--- config.mk ---
export PLATFORM = sky130hd
export DESIGN_NAME = sst_top
export DESIGN_NICKNAME = d
export VERILOG_FILES = /design/src/include/sst_pkg.sv /design/src/hw/sst_top.sv
export SDC_FILE = /design/constraint.sdc
export NUM_CORES = 1
export LEC_CHECK = 0
export ABC_CLOCK_PERIOD_IN_PS = 2650
export BUFFER_PORTS_ARGS = -buffer_cell sky130_fd_sc_hd__buf_2
export CAP_MARGIN = 15
export CORE_MARGIN = 4
export CORE_UTILIZATION = 45
export DETAILED_ROUTE_END_ITERATION = 7
export PLACE_DENSITY_LB_ADDON = 0.05
export SETUP_SLACK_MARGIN = 0.4
export SYNTH_ARGS = -nofsm -noshare
export SYNTH_HDL_FRONTEND = slang
export SYNTH_SLANG_ARGS = --single-unit
--- constraint.sdc ---
create_clock -name clock -period 2.65 [get_ports clock]
set_clock_uncertainty 0.05 [all_clocks]
set_input_delay 0.265 -clock clock [delete_from_list [all_inputs] [get_ports clock]]
set_output_delay 0.265 -clock clock [all_outputs]
set_load 0.02 [all_outputs]
--- src/include/sst_pkg.sv ---
// Constants, configuration and status carriers for the serial slave / transmitter block.
// Assumes a single 100 MHz clock and synchronous pin inputs.
package sst_pkg;

  // Data and framing widths.
  localparam int unsigned DATA_W      = 8;
  localparam int unsigned CNT_W       = 4;
  localparam logic [3:0]  BITS_BYTE   = 4'h8;
  localparam logic [3:0]  BIT_LAST_M1 = 4'h7;

  // Divide-by-eight bit clock generator.
  localparam int unsigned DIV_W       = 3;
  localparam logic [2:0]  DIV_RESET   = 3'h0;
  localparam logic [2:0]  DIV_PRE_TOP = 3'h3;

  // Buffering in front of the transmit buffer register.
  localparam int unsigned FIFO_DEPTH  = 32;

  // Idle line levels and reset values.
  localparam logic        LINE_IDLE   = 1'b1;
  localparam logic [7:0]  BYTE_RESET  = 8'h00;

  // Function selection.
  typedef enum logic {
    SST_FN_SLAVE,
    SST_FN_TX
  } sst_fn_e;

  // Configuration bits that software holds steady.
  typedef struct packed {
    logic    enable;       // Block enable.
    sst_fn_e func;         // Serial slave function or asynchronous transmitter.
    logic    phase;        // Clock phase: 1 selects modes 2 and 3.
    logic    polarity;     // Idle level of the serial clock.
    logic    lsb_first;    // Bit order of the slave shifter (control bit 7).
    logic    parity_en;    // Transmitter sends a parity bit.
    logic    parity_odd;   // Odd parity when set.
    logic    aux_io_en;    // Slave select is taken from firmware.
    logic    ss_fw_n;      // Firmware slave select level, active low.
  } sst_cfg_s;

  // Status flags shown to software.
  typedef struct packed {
    logic tx_empty;
    logic rx_full;
    logic complete;
    logic overrun;
  } sst_status_s;

endpackage

--- src/hw/sst_top.sv ---
// Serial slave function and asynchronous transmitter of one communication block,
// with a FIFO in front of the transmit buffer register.
// Assumes pins arrive synchronous to clock and the serial clock is far below 50 MHz.

`timescale 1ns/100ps

// Synchronous FIFO with valid/ready on both sides.
module sst_fifo #(
  parameter int unsigned WIDTH = 8,
  parameter int unsigned DEPTH = 32
) (
  // Clock and reset.
  input  wire logic             clock,
  input  wire logic             sys_rst,
  // Fill side.
  input  wire logic [WIDTH-1:0] in_data,
  input  wire logic             in_valid,
  output logic                  in_ready,
  // Drain side.
  output logic [WIDTH-1:0]      out_data,
  output logic                  out_valid,
  input  wire logic             out_ready
);
  localparam int unsigned AW = $clog2(DEPTH);

  logic [WIDTH-1:0] mem_q [DEPTH];
  logic [AW-1:0]    wr_ptr_q;
  logic [AW-1:0]    rd_ptr_q;
  logic [AW:0]      count_q;
  logic             push;
  logic             pop;

  // Full and empty come straight from the occupancy count.
  assign in_ready  = (count_q < (AW+1)'(DEPTH));
  assign out_valid = (count_q != '0);
  assign out_data  = mem_q[rd_ptr_q];
  assign push      = in_valid && in_ready;
  assign pop       = out_valid && out_ready;

  // Storage array; no reset needed on the data words.
  always_ff @(posedge clock) begin
    if (push) begin
      mem_q[wr_ptr_q] <= in_data;
    end
  end

  // Pointers wrap at the depth, which need not be a power of two.
  always_ff @(posedge clock or posedge sys_rst) begin
    if (sys_rst) begin
      wr_ptr_q <= '0;
      rd_ptr_q <= '0;
      count_q  <= '0;
    end else begin
      if (push) begin
        wr_ptr_q <= (wr_ptr_q == AW'(DEPTH - 1)) ? '0 : wr_ptr_q + 1'b1;
      end
      if (pop) begin
        rd_ptr_q <= (rd_ptr_q == AW'(DEPTH - 1)) ? '0 : rd_ptr_q + 1'b1;
      end
      if (push && !pop) begin
        count_q <= count_q + 1'b1;
      end else if (pop && !push) begin
        count_q <= count_q - 1'b1;
      end
    end
  end
endmodule

// Top of the block: slave shifter, transmitter framer and status flags.
module sst_top #(
  parameter int unsigned DEPTH = sst_pkg::FIFO_DEPTH
) (
  // Clock and reset.
  input  wire logic                      clock,
  input  wire logic                      sys_rst,
  // Configuration.
  input  wire sst_pkg::sst_cfg_s         cfg,
  // Transmit data from software, through the FIFO.
  input  wire logic [sst_pkg::DATA_W-1:0] wr_data,
  input  wire logic                      wr_valid,
  output logic                           wr_ready,
  // Software read strobes, one cycle each.
  input  wire logic                      rx_read,
  input  wire logic                      status_read,
  // Serial pins, synchronous to clock.
  input  wire logic                      ss_pin_n,
  input  wire logic                      sclk_in,
  input  wire logic                      mosi_in,
  output logic                           primary_out,
  output logic                           aux_out,
  output logic                           aux_oe,
  // Received data and status.
  output logic [sst_pkg::DATA_W-1:0]     rx_buffer_reg,
  output sst_pkg::sst_status_s           status,
  output logic                           tx_empty_irq
);
  import sst_pkg::*;

  typedef enum logic [2:0] {
    SST_IDLE,
    SST_START,
    SST_DATA,
    SST_PARITY,
    SST_STOP
  } sst_tx_state_e;

  // Buffers, shifter and flags.
  logic [DATA_W-1:0] tx_buffer_reg_q;
  logic [DATA_W-1:0] shift_reg_q;
  logic [DATA_W-1:0] rx_shift_q;
  logic              tx_full_q;
  logic              shift_full_q;
  logic              in_prog_q;
  logic [CNT_W-1:0]  bit_cnt_q;
  logic              rx_full_q;
  logic              complete_q;
  logic              overrun_q;
  logic              irq_armed_q;
  logic              parity_q;
  logic [DIV_W-1:0]  div_q;
  sst_tx_state_e     tx_state_q;
  logic              sclk_prev_q;
  logic              ss_prev_n_q;
  logic              complete_pend_q;

  // Drain side of the FIFO and derived events.
  logic [DATA_W-1:0] fifo_data;
  logic              fifo_valid;
  logic              fifo_ready;
  logic              is_slave;
  logic              is_tx;
  logic              ss_n;
  logic              active;
  logic              lead;
  logic              trail;
  logic              ss_fall;
  logic              slave_load;
  logic              bit_edge;
  logic              tx_load;
  logic              tx_done;
  logic              rx_load;
  logic              ovr_hit;
  logic              first_lead;
  logic              slave_out;

  // Transmit words queue here; a stalled buffer back-pressures software.
  sst_fifo #(
    .WIDTH (DATA_W),
    .DEPTH (DEPTH)
  ) u_fifo (
    .clock     (clock),
    .sys_rst   (sys_rst),
    .in_data   (wr_data),
    .in_valid  (wr_valid),
    .in_ready  (wr_ready),
    .out_data  (fifo_data),
    .out_valid (fifo_valid),
    .out_ready (fifo_ready)
  );

  // Slave select source and clock edge detection.
  assign is_slave   = cfg.enable && (cfg.func == SST_FN_SLAVE);
  assign is_tx      = cfg.enable && (cfg.func == SST_FN_TX);
  assign ss_n       = cfg.aux_io_en ? cfg.ss_fw_n : ss_pin_n;
  assign active     = is_slave && !ss_n;
  assign lead       = active && (sclk_prev_q == cfg.polarity) && (sclk_in != cfg.polarity);
  assign trail      = active && (sclk_prev_q != cfg.polarity) && (sclk_in == cfg.polarity);
  assign ss_fall    = active && ss_prev_n_q;
  assign first_lead = lead && !in_prog_q;

  // Shifter load needs no transfer, an empty shifter and a full buffer.
  assign slave_load = is_slave && !in_prog_q && !shift_full_q && tx_full_q && !first_lead;
  // The bit clock rises when the divider passes from three to four.
  assign bit_edge   = is_tx && (div_q == DIV_PRE_TOP);
  assign tx_load    = bit_edge && tx_full_q
                      && ((tx_state_q == SST_IDLE) || (tx_state_q == SST_STOP));
  assign tx_done    = bit_edge && (tx_state_q == SST_STOP) && !tx_full_q;
  // Receive buffer loads on the eighth capture edge of the active phase.
  assign rx_load    = (bit_cnt_q == BIT_LAST_M1) && (cfg.phase ? trail : lead);
  // The edge before the eighth capture flags overrun while the receive buffer is still full.
  assign ovr_hit    = (bit_cnt_q == BIT_LAST_M1) && (cfg.phase ? lead : trail)
                      && rx_full_q;
  assign fifo_ready = cfg.enable && !tx_full_q;
  assign slave_out  = cfg.lsb_first ? shift_reg_q[0] : shift_reg_q[DATA_W-1];

  // Pin history; select and clock are assumed already synchronous.
  always_ff @(posedge clock or posedge sys_rst) begin
    if (sys_rst) begin
      sclk_prev_q <= 1'b0;
      ss_prev_n_q <= LINE_IDLE;
    end else begin
      sclk_prev_q <= sclk_in;
      ss_prev_n_q <= ss_n;
    end
  end

  // Transmit buffer register: filled from the FIFO, emptied into the shifter.
  always_ff @(posedge clock or posedge sys_rst) begin
    if (sys_rst) begin
      tx_buffer_reg_q <= BYTE_RESET;
      tx_full_q       <= 1'b0;
    end else if (!cfg.enable) begin
      tx_full_q <= 1'b0;
    end else if (fifo_valid && fifo_ready) begin
      tx_buffer_reg_q <= fifo_data;
      tx_full_q       <= 1'b1;
    end else if (slave_load || tx_load) begin
      tx_full_q <= 1'b0;
    end
  end

  // Divider is held at zero while disabled, which gates the bit clock low.
  always_ff @(posedge clock or posedge sys_rst) begin
    if (sys_rst) begin
      div_q <= DIV_RESET;
    end else if (!is_tx) begin
      div_q <= DIV_RESET;
    end else begin
      div_q <= div_q + 1'b1;
    end
  end

  // Slave transfer window and bit counter.
  always_ff @(posedge clock or posedge sys_rst) begin
    if (sys_rst) begin
      in_prog_q <= 1'b0;
      bit_cnt_q <= '0;
    end else if (!active) begin
      in_prog_q <= 1'b0;
      bit_cnt_q <= '0;
    end else begin
      if (rx_load) begin
        in_prog_q <= 1'b0;
      end else if (!cfg.phase && ss_fall) begin
        in_prog_q <= 1'b1;
      end else if (first_lead) begin
        in_prog_q <= 1'b1;
      end
      if (rx_load) begin
        bit_cnt_q <= '0;
      end else if (cfg.phase ? trail : lead) begin
        bit_cnt_q <= bit_cnt_q + 1'b1;
      end
    end
  end

  // Shared shifter: slave shifts on its output edge, transmitter on bit edges.
  always_ff @(posedge clock or posedge sys_rst) begin
    if (sys_rst) begin
      shift_reg_q  <= BYTE_RESET;
      shift_full_q <= 1'b0;
    end else if (!cfg.enable) begin
      shift_full_q <= 1'b0;
    end else if (slave_load || tx_load) begin
      shift_reg_q  <= tx_buffer_reg_q;
      shift_full_q <= 1'b1;
    end else if (is_slave) begin
      if (!active) begin
        shift_full_q <= shift_full_q;
      end else if (rx_load) begin
        shift_full_q <= 1'b0;
      // The trailing edge after the last capture must not disturb a freshly loaded byte.
      end else if (cfg.phase ? (lead && bit_cnt_q != '0) : (trail && in_prog_q)) begin
        shift_reg_q <= cfg.lsb_first ? {1'b0, shift_reg_q[DATA_W-1:1]}
                                     : {shift_reg_q[DATA_W-2:0], 1'b0};
      end
    end else if (bit_edge && tx_state_q == SST_DATA) begin
      shift_reg_q <= {1'b0, shift_reg_q[DATA_W-1:1]};
    end
  end

  // Receive shifter and receive buffer; buffer survives disable.
  always_ff @(posedge clock or posedge sys_rst) begin
    if (sys_rst) begin
      rx_shift_q    <= BYTE_RESET;
      rx_buffer_reg <= BYTE_RESET;
    end else if (cfg.phase ? trail : lead) begin
      rx_shift_q <= cfg.lsb_first ? {mosi_in, rx_shift_q[DATA_W-1:1]}
                                  : {rx_shift_q[DATA_W-2:0], mosi_in};
      if (rx_load) begin
        rx_buffer_reg <= cfg.lsb_first ? {mosi_in, rx_shift_q[DATA_W-1:1]}
                                       : {rx_shift_q[DATA_W-2:0], mosi_in};
      end
    end
  end

  // Transmitter framing sequencer; counts data bits in bit_cnt_q's place.
  logic [CNT_W-1:0] tx_cnt_q;
  always_ff @(posedge clock or posedge sys_rst) begin
    if (sys_rst) begin
      tx_state_q <= SST_IDLE;
      tx_cnt_q   <= '0;
      parity_q   <= 1'b0;
    end else if (!is_tx) begin
      tx_state_q <= SST_IDLE;
      tx_cnt_q   <= '0;
    end else if (tx_load) begin
      tx_state_q <= SST_START;
      tx_cnt_q   <= '0;
      parity_q   <= cfg.parity_odd;
    end else if (bit_edge) begin
      unique case (tx_state_q)
        SST_IDLE:   tx_state_q <= SST_IDLE;
        SST_START:  tx_state_q <= SST_DATA;
        SST_DATA: begin
          parity_q <= parity_q ^ shift_reg_q[0];
          tx_cnt_q <= tx_cnt_q + 1'b1;
          if (tx_cnt_q == BIT_LAST_M1) begin
            tx_state_q <= cfg.parity_en ? SST_PARITY : SST_STOP;
          end
        end
        SST_PARITY: tx_state_q <= SST_STOP;
        SST_STOP:   tx_state_q <= SST_IDLE;
      endcase
    end
  end

  // Line outputs, all registered.
  always_ff @(posedge clock or posedge sys_rst) begin
    if (sys_rst) begin
      primary_out <= LINE_IDLE;
      aux_out     <= LINE_IDLE;
      aux_oe      <= 1'b0;
    end else if (cfg.func == SST_FN_SLAVE) begin
      primary_out <= active ? slave_out : LINE_IDLE;
      aux_out     <= LINE_IDLE;
      aux_oe      <= 1'b0;
    end else begin
      aux_oe <= 1'b1;
      // Mode 3 clock: low in the first half of each data bit.
      aux_out <= (tx_state_q == SST_DATA) ? !div_q[DIV_W-1] : LINE_IDLE;
      unique case (tx_state_q)
        SST_IDLE:   primary_out <= LINE_IDLE;
        SST_START:  primary_out <= 1'b0;
        SST_DATA:   primary_out <= shift_reg_q[0];
        SST_PARITY: primary_out <= parity_q;
        SST_STOP:   primary_out <= LINE_IDLE;
      endcase
    end
  end

  // Sticky flags; a set in the same cycle as its clear wins.
  always_ff @(posedge clock or posedge sys_rst) begin
    if (sys_rst) begin
      rx_full_q   <= 1'b0;
      complete_q  <= 1'b0;
      overrun_q   <= 1'b0;
      irq_armed_q <= 1'b0;
    end else if (!cfg.enable) begin
      rx_full_q   <= 1'b0;
      complete_q  <= 1'b0;
      overrun_q   <= 1'b0;
      irq_armed_q <= 1'b0;
    end else begin
      if (rx_load) begin
        rx_full_q <= 1'b1;
      end else if (rx_read) begin
        rx_full_q <= 1'b0;
      end
      // Modes 0/1 finish on the trailing half after the capture edge.
      if (tx_done || (rx_load && cfg.phase) || (!cfg.phase && trail && complete_pend_q)) begin
        complete_q <= 1'b1;
      end else if (status_read) begin
        complete_q <= 1'b0;
      end
      // Overrun has its own clear, so a read that meets a completion still clears it.
      if (ovr_hit) begin
        overrun_q <= 1'b1;
      end else if (status_read) begin
        overrun_q <= 1'b0;
      end
      if (slave_load || tx_load) begin
        irq_armed_q <= 1'b1;
      end
    end
  end

  // Marks that the next trailing edge completes a mode 0/1 byte.
  always_ff @(posedge clock or posedge sys_rst) begin
    if (sys_rst) begin
      complete_pend_q <= 1'b0;
    end else if (!active || cfg.phase) begin
      complete_pend_q <= 1'b0;
    end else if (rx_load) begin
      complete_pend_q <= 1'b1;
    end else if (trail) begin
      complete_pend_q <= 1'b0;
    end
  end

  // Status outputs are registered copies of the flags.
  always_ff @(posedge clock or posedge sys_rst) begin
    if (sys_rst) begin
      status       <= '0;
      tx_empty_irq <= 1'b0;
    end else begin
      status.tx_empty <= cfg.enable && !tx_full_q;
      status.rx_full  <= rx_full_q;
      status.complete <= complete_q;
      status.overrun  <= overrun_q;
      tx_empty_irq    <= cfg.enable && !tx_full_q && irq_armed_q;
    end
  end

endmodule

==> impl_metrics.env <==
export IMPL_status="finished clean"
export IMPL_globalRouteTotalUtil_pct=18.21
export IMPL_p_leak_uw=0.005806
export IMPL_max_freq_mhz=439.4
export IMPL_hold_depth=2
export IMPL_tightestPinTransition_ps=654.0
export IMPL_cts_max_level=2
export IMPL_r2r_slack_ps=370
export IMPL_final_util_pct=54.32
export IMPL_final_cell_area_um2=16270
export IMPL_cp_start_kind="register"
export IMPL_die_h_um=182.9
export IMPL_synthTopCellsByArea="edfxtp_1, dfrtp_1, mux4_2, nor2_1, ha_1"
export IMPL_portBuffers=41
export IMPL_place_area_um2=14720
export IMPL_num_rows=63
export IMPL_insertion_delay_ps=520
export IMPL_final_cells=1364
export IMPL_dp_hpwl_um=19410
export IMPL_drive_above_1_share_pct=27.21
export IMPL_drc=0
export IMPL_dieWidth_um=182.9
export IMPL_slew_headroom_pct=56.40
export IMPL_cts_buffers_inserted=37
export IMPL_p_per_area_nw_per_um2=940.0
export IMPL_async_flop_share_pct=24.04
export IMPL_synth_xor_area_share_pct=0.6996
export IMPL_syn_num_nets=866
export IMPL_rr_startpoint="u_fifo.count_q[5]"
export IMPL_tritoncts="done"
export IMPL_synth_compound_area_share_pct=5.424
export IMPL_clkTransAtPathRegs_ps=60
export IMPL_cp_arrival_ps=2650
export IMPL_vias=7632
export IMPL_io_pins=42
export IMPL_drv_slew=0
export IMPL_grt_pass1_wl_um=46930
export IMPL_area_delta_synth_final_pct=18.14
export IMPL_num_antenna_cells=0
export IMPL_finalHoldViolCount=0
export IMPL_r2r_end="u_fifo.count_q[5]"
export IMPL_finalSetupViolCount=0
export IMPL_synth_ff_type="edfxtp_1"
export IMPL_mostFrequentLayoutCells="edfxtp_1, dfrtp_1, nor2_1"
export IMPL_mostFrequentLayoutCell="edfxtp_1"
export IMPL_overflow=0
export IMPL_worstSetupPathType="register to register"
export IMPL_rr_worst_depth=11
export IMPL_die_area_um2=33470
export IMPL_clk_path_buf_depth=3
export IMPL_synth_cell_type_count=72
export IMPL_wl_met1_um=12570
export IMPL_synth_edff_count=256
export IMPL_wl_met3_um=1456
export IMPL_startpoint="u_fifo.count_q[5]"
export IMPL_syn_inst=823
export IMPL_avgSynthCellArea_um2=16.73
export IMPL_synth_seq_area_share_pct=70.56
export IMPL_synth_simple_gate_area_share_pct=7.459
export IMPL_synth_top_family_by_area="multiplexers"
export IMPL_setup_tns_ps=0
export IMPL_drt_iter0_drc=504
export IMPL_layout_min_cycle_time_ps=2276
export IMPL_grt_pass1_vias=8070
export IMPL_muxShareOfSynthArea_pct=12.10
export IMPL_largest_reg_flops=256
export IMPL_dr_pass1_iters=6
export IMPL_rsz0062_at_grt="true"
export IMPL_floorplan_initialDensity_pct=45.98
export IMPL_yosysTopAreaCell="edfxtp_1"
export IMPL_wl_met2_um=15330
export IMPL_synth_area_um2=13770
export IMPL_gp_congestion=0.8366
export IMPL_largest_register="u_fifo.mem_q"
export IMPL_yosysWarningCount=0
export IMPL_wl_per_cell_um=22.08
export IMPL_grt_max_degree=73
export IMPL_critical_path_required_ps=3020
export IMPL_synthAdderAreaFrac_pct=1.690
export IMPL_final_nets=990
export IMPL_worst_ir_drop_vdd_v=0.0005192
export IMPL_wl_um=30120
export IMPL_synth_top_area_share_pct=55.82
export IMPL_crit_path_end="u_fifo.count_q[5]"
export IMPL_via_per_inst=5.595
export IMPL_worstPathMaxFanout=6
export IMPL_holdWs_ps=37.09
export IMPL_fin_crit_sh_pct=85.88
export IMPL_top_layer_used="met4"
export IMPL_ant_nets=0
export IMPL_clockRootBuffer="clkbuf_16"
export IMPL_clock_sinks=337
export IMPL_max_cap_violations=0
export IMPL_place_inst=1271
export IMPL_min_path_type="input pin to register"
export IMPL_end_kind="register"
export IMPL_synth_seq_cells=337
export IMPL_coreArea_um2=29950
export IMPL_antenna_found_initial=0
==> what timing repair did <==
action / 4_1_cts / 5_1_grt
setup buffers: 16 / 2
gates resized for setup: 4 / 26
hold endpoints to repair: 18 / 0
pin swaps: 6 / 12
hold buffers: 9 / 0
setup endpoints to repair: 10 / 27
==> worst max-delay path, stage by stage (launching register included) <==
cell	delay [ps]
dfrtp_1	400
nor4_2	260
nand2_1	160
nand2_2	130
ha_4	170
inv_6	60
ha_4	200
a21o_1	160
a21oi_2	180
nand4b_1	130
nand3_1	100
xnor2_1	180
==> power by group <==
| part | leakage [uW] | switching, uW | internal [uW] |
|---|---|---|---|
| logic | 0.00190 | 1900 | 1870 |
| clock network | 0.000585 | 1980 | 3000 |
| registers | 0.00333 | 432 | 6110 |
==> cell usage after synthesis (4+ instances only) <==
| cell | n |
|---|---|
| mux4_2 | 62 |
| nand3_1 | 12 |
| edfxtp_1 | 256 |
| o22ai_1 | 32 |
| nor4_1 | 9 |
| buf_2 | 7 |
| inv_1 | 12 |
| xor2_1 | 5 |
| a21oi_1 | 24 |
| or3_1 | 4 |
| nand4_1 | 4 |
| o21ai_0 | 22 |
| a211oi_1 | 7 |
| o21ai_1 | 8 |
| nor2_1 | 75 |
| nand2_1 | 45 |
| xnor2_1 | 6 |
| dfrtp_1 | 78 |
| mux2i_1 | 15 |
| nor2b_1 | 7 |
| nand2b_1 | 6 |
| or4_1 | 8 |
| buf_6 | 6 |
| nor3b_1 | 4 |
| clkbuf_1 | 13 |
| mux2_2 | 4 |
| nand3b_1 | 7 |
| ha_1 | 17 |
==> through the flow <==
stage                     setup WS [ps]  power [uW]
final                             374.3       15290
after global placement            336.8       10020
after CTS                         340.6       15340
after global routing              239.0       16050
after detailed placement          205.1       10140
after floorplan                   318.6        9097
==> cell families (layout without fill, tap and decap cells) <==
logic type,after synthesis,in the layout
AOI/OAI and AO/OA,120,120
DFF,337,337
buffers and inverters,49,200
xor gates and xnor gates,11,11
adders and majority gates,18,18
muxes,84,84
and+or+nand+nor,204,204
==> metal layers <==
metal	up-vias	global-route usage (%)
met3	58	2.975
met5	-	0
met1	3887	24.17
met4	0	5.542
li1	3487	-
met2	200	31.22
==> final cells by class <==
cell class                      instances  area (um^2)
Multi-Input combinational cell        437         3862
Inverter                               13        60.06
Tap cell                              390        488.0
Fill cell                            2420        13680
Sequential cell                       337         9723
Clock inverter                         23        214.0
Timing Repair Buffer                  121        953.4
Clock buffer                           43        969.7
==> worst min-delay path by stage <==
stage	from	endpoint	slack, ps
2_1_floorplan	cfg[7]	aux_oe	250
3_3_place_gp	sys_rst	bit_cnt_q[3]	170
3_5_place_dp	sys_rst	bit_cnt_q[3]	180
4_1_cts	cfg[8]	status[3]	20
5_1_grt	cfg[8]	status[3]	40
6_report	cfg[8]	status[3]	40
No activity file was read; power rests on OpenSTA's default activity.
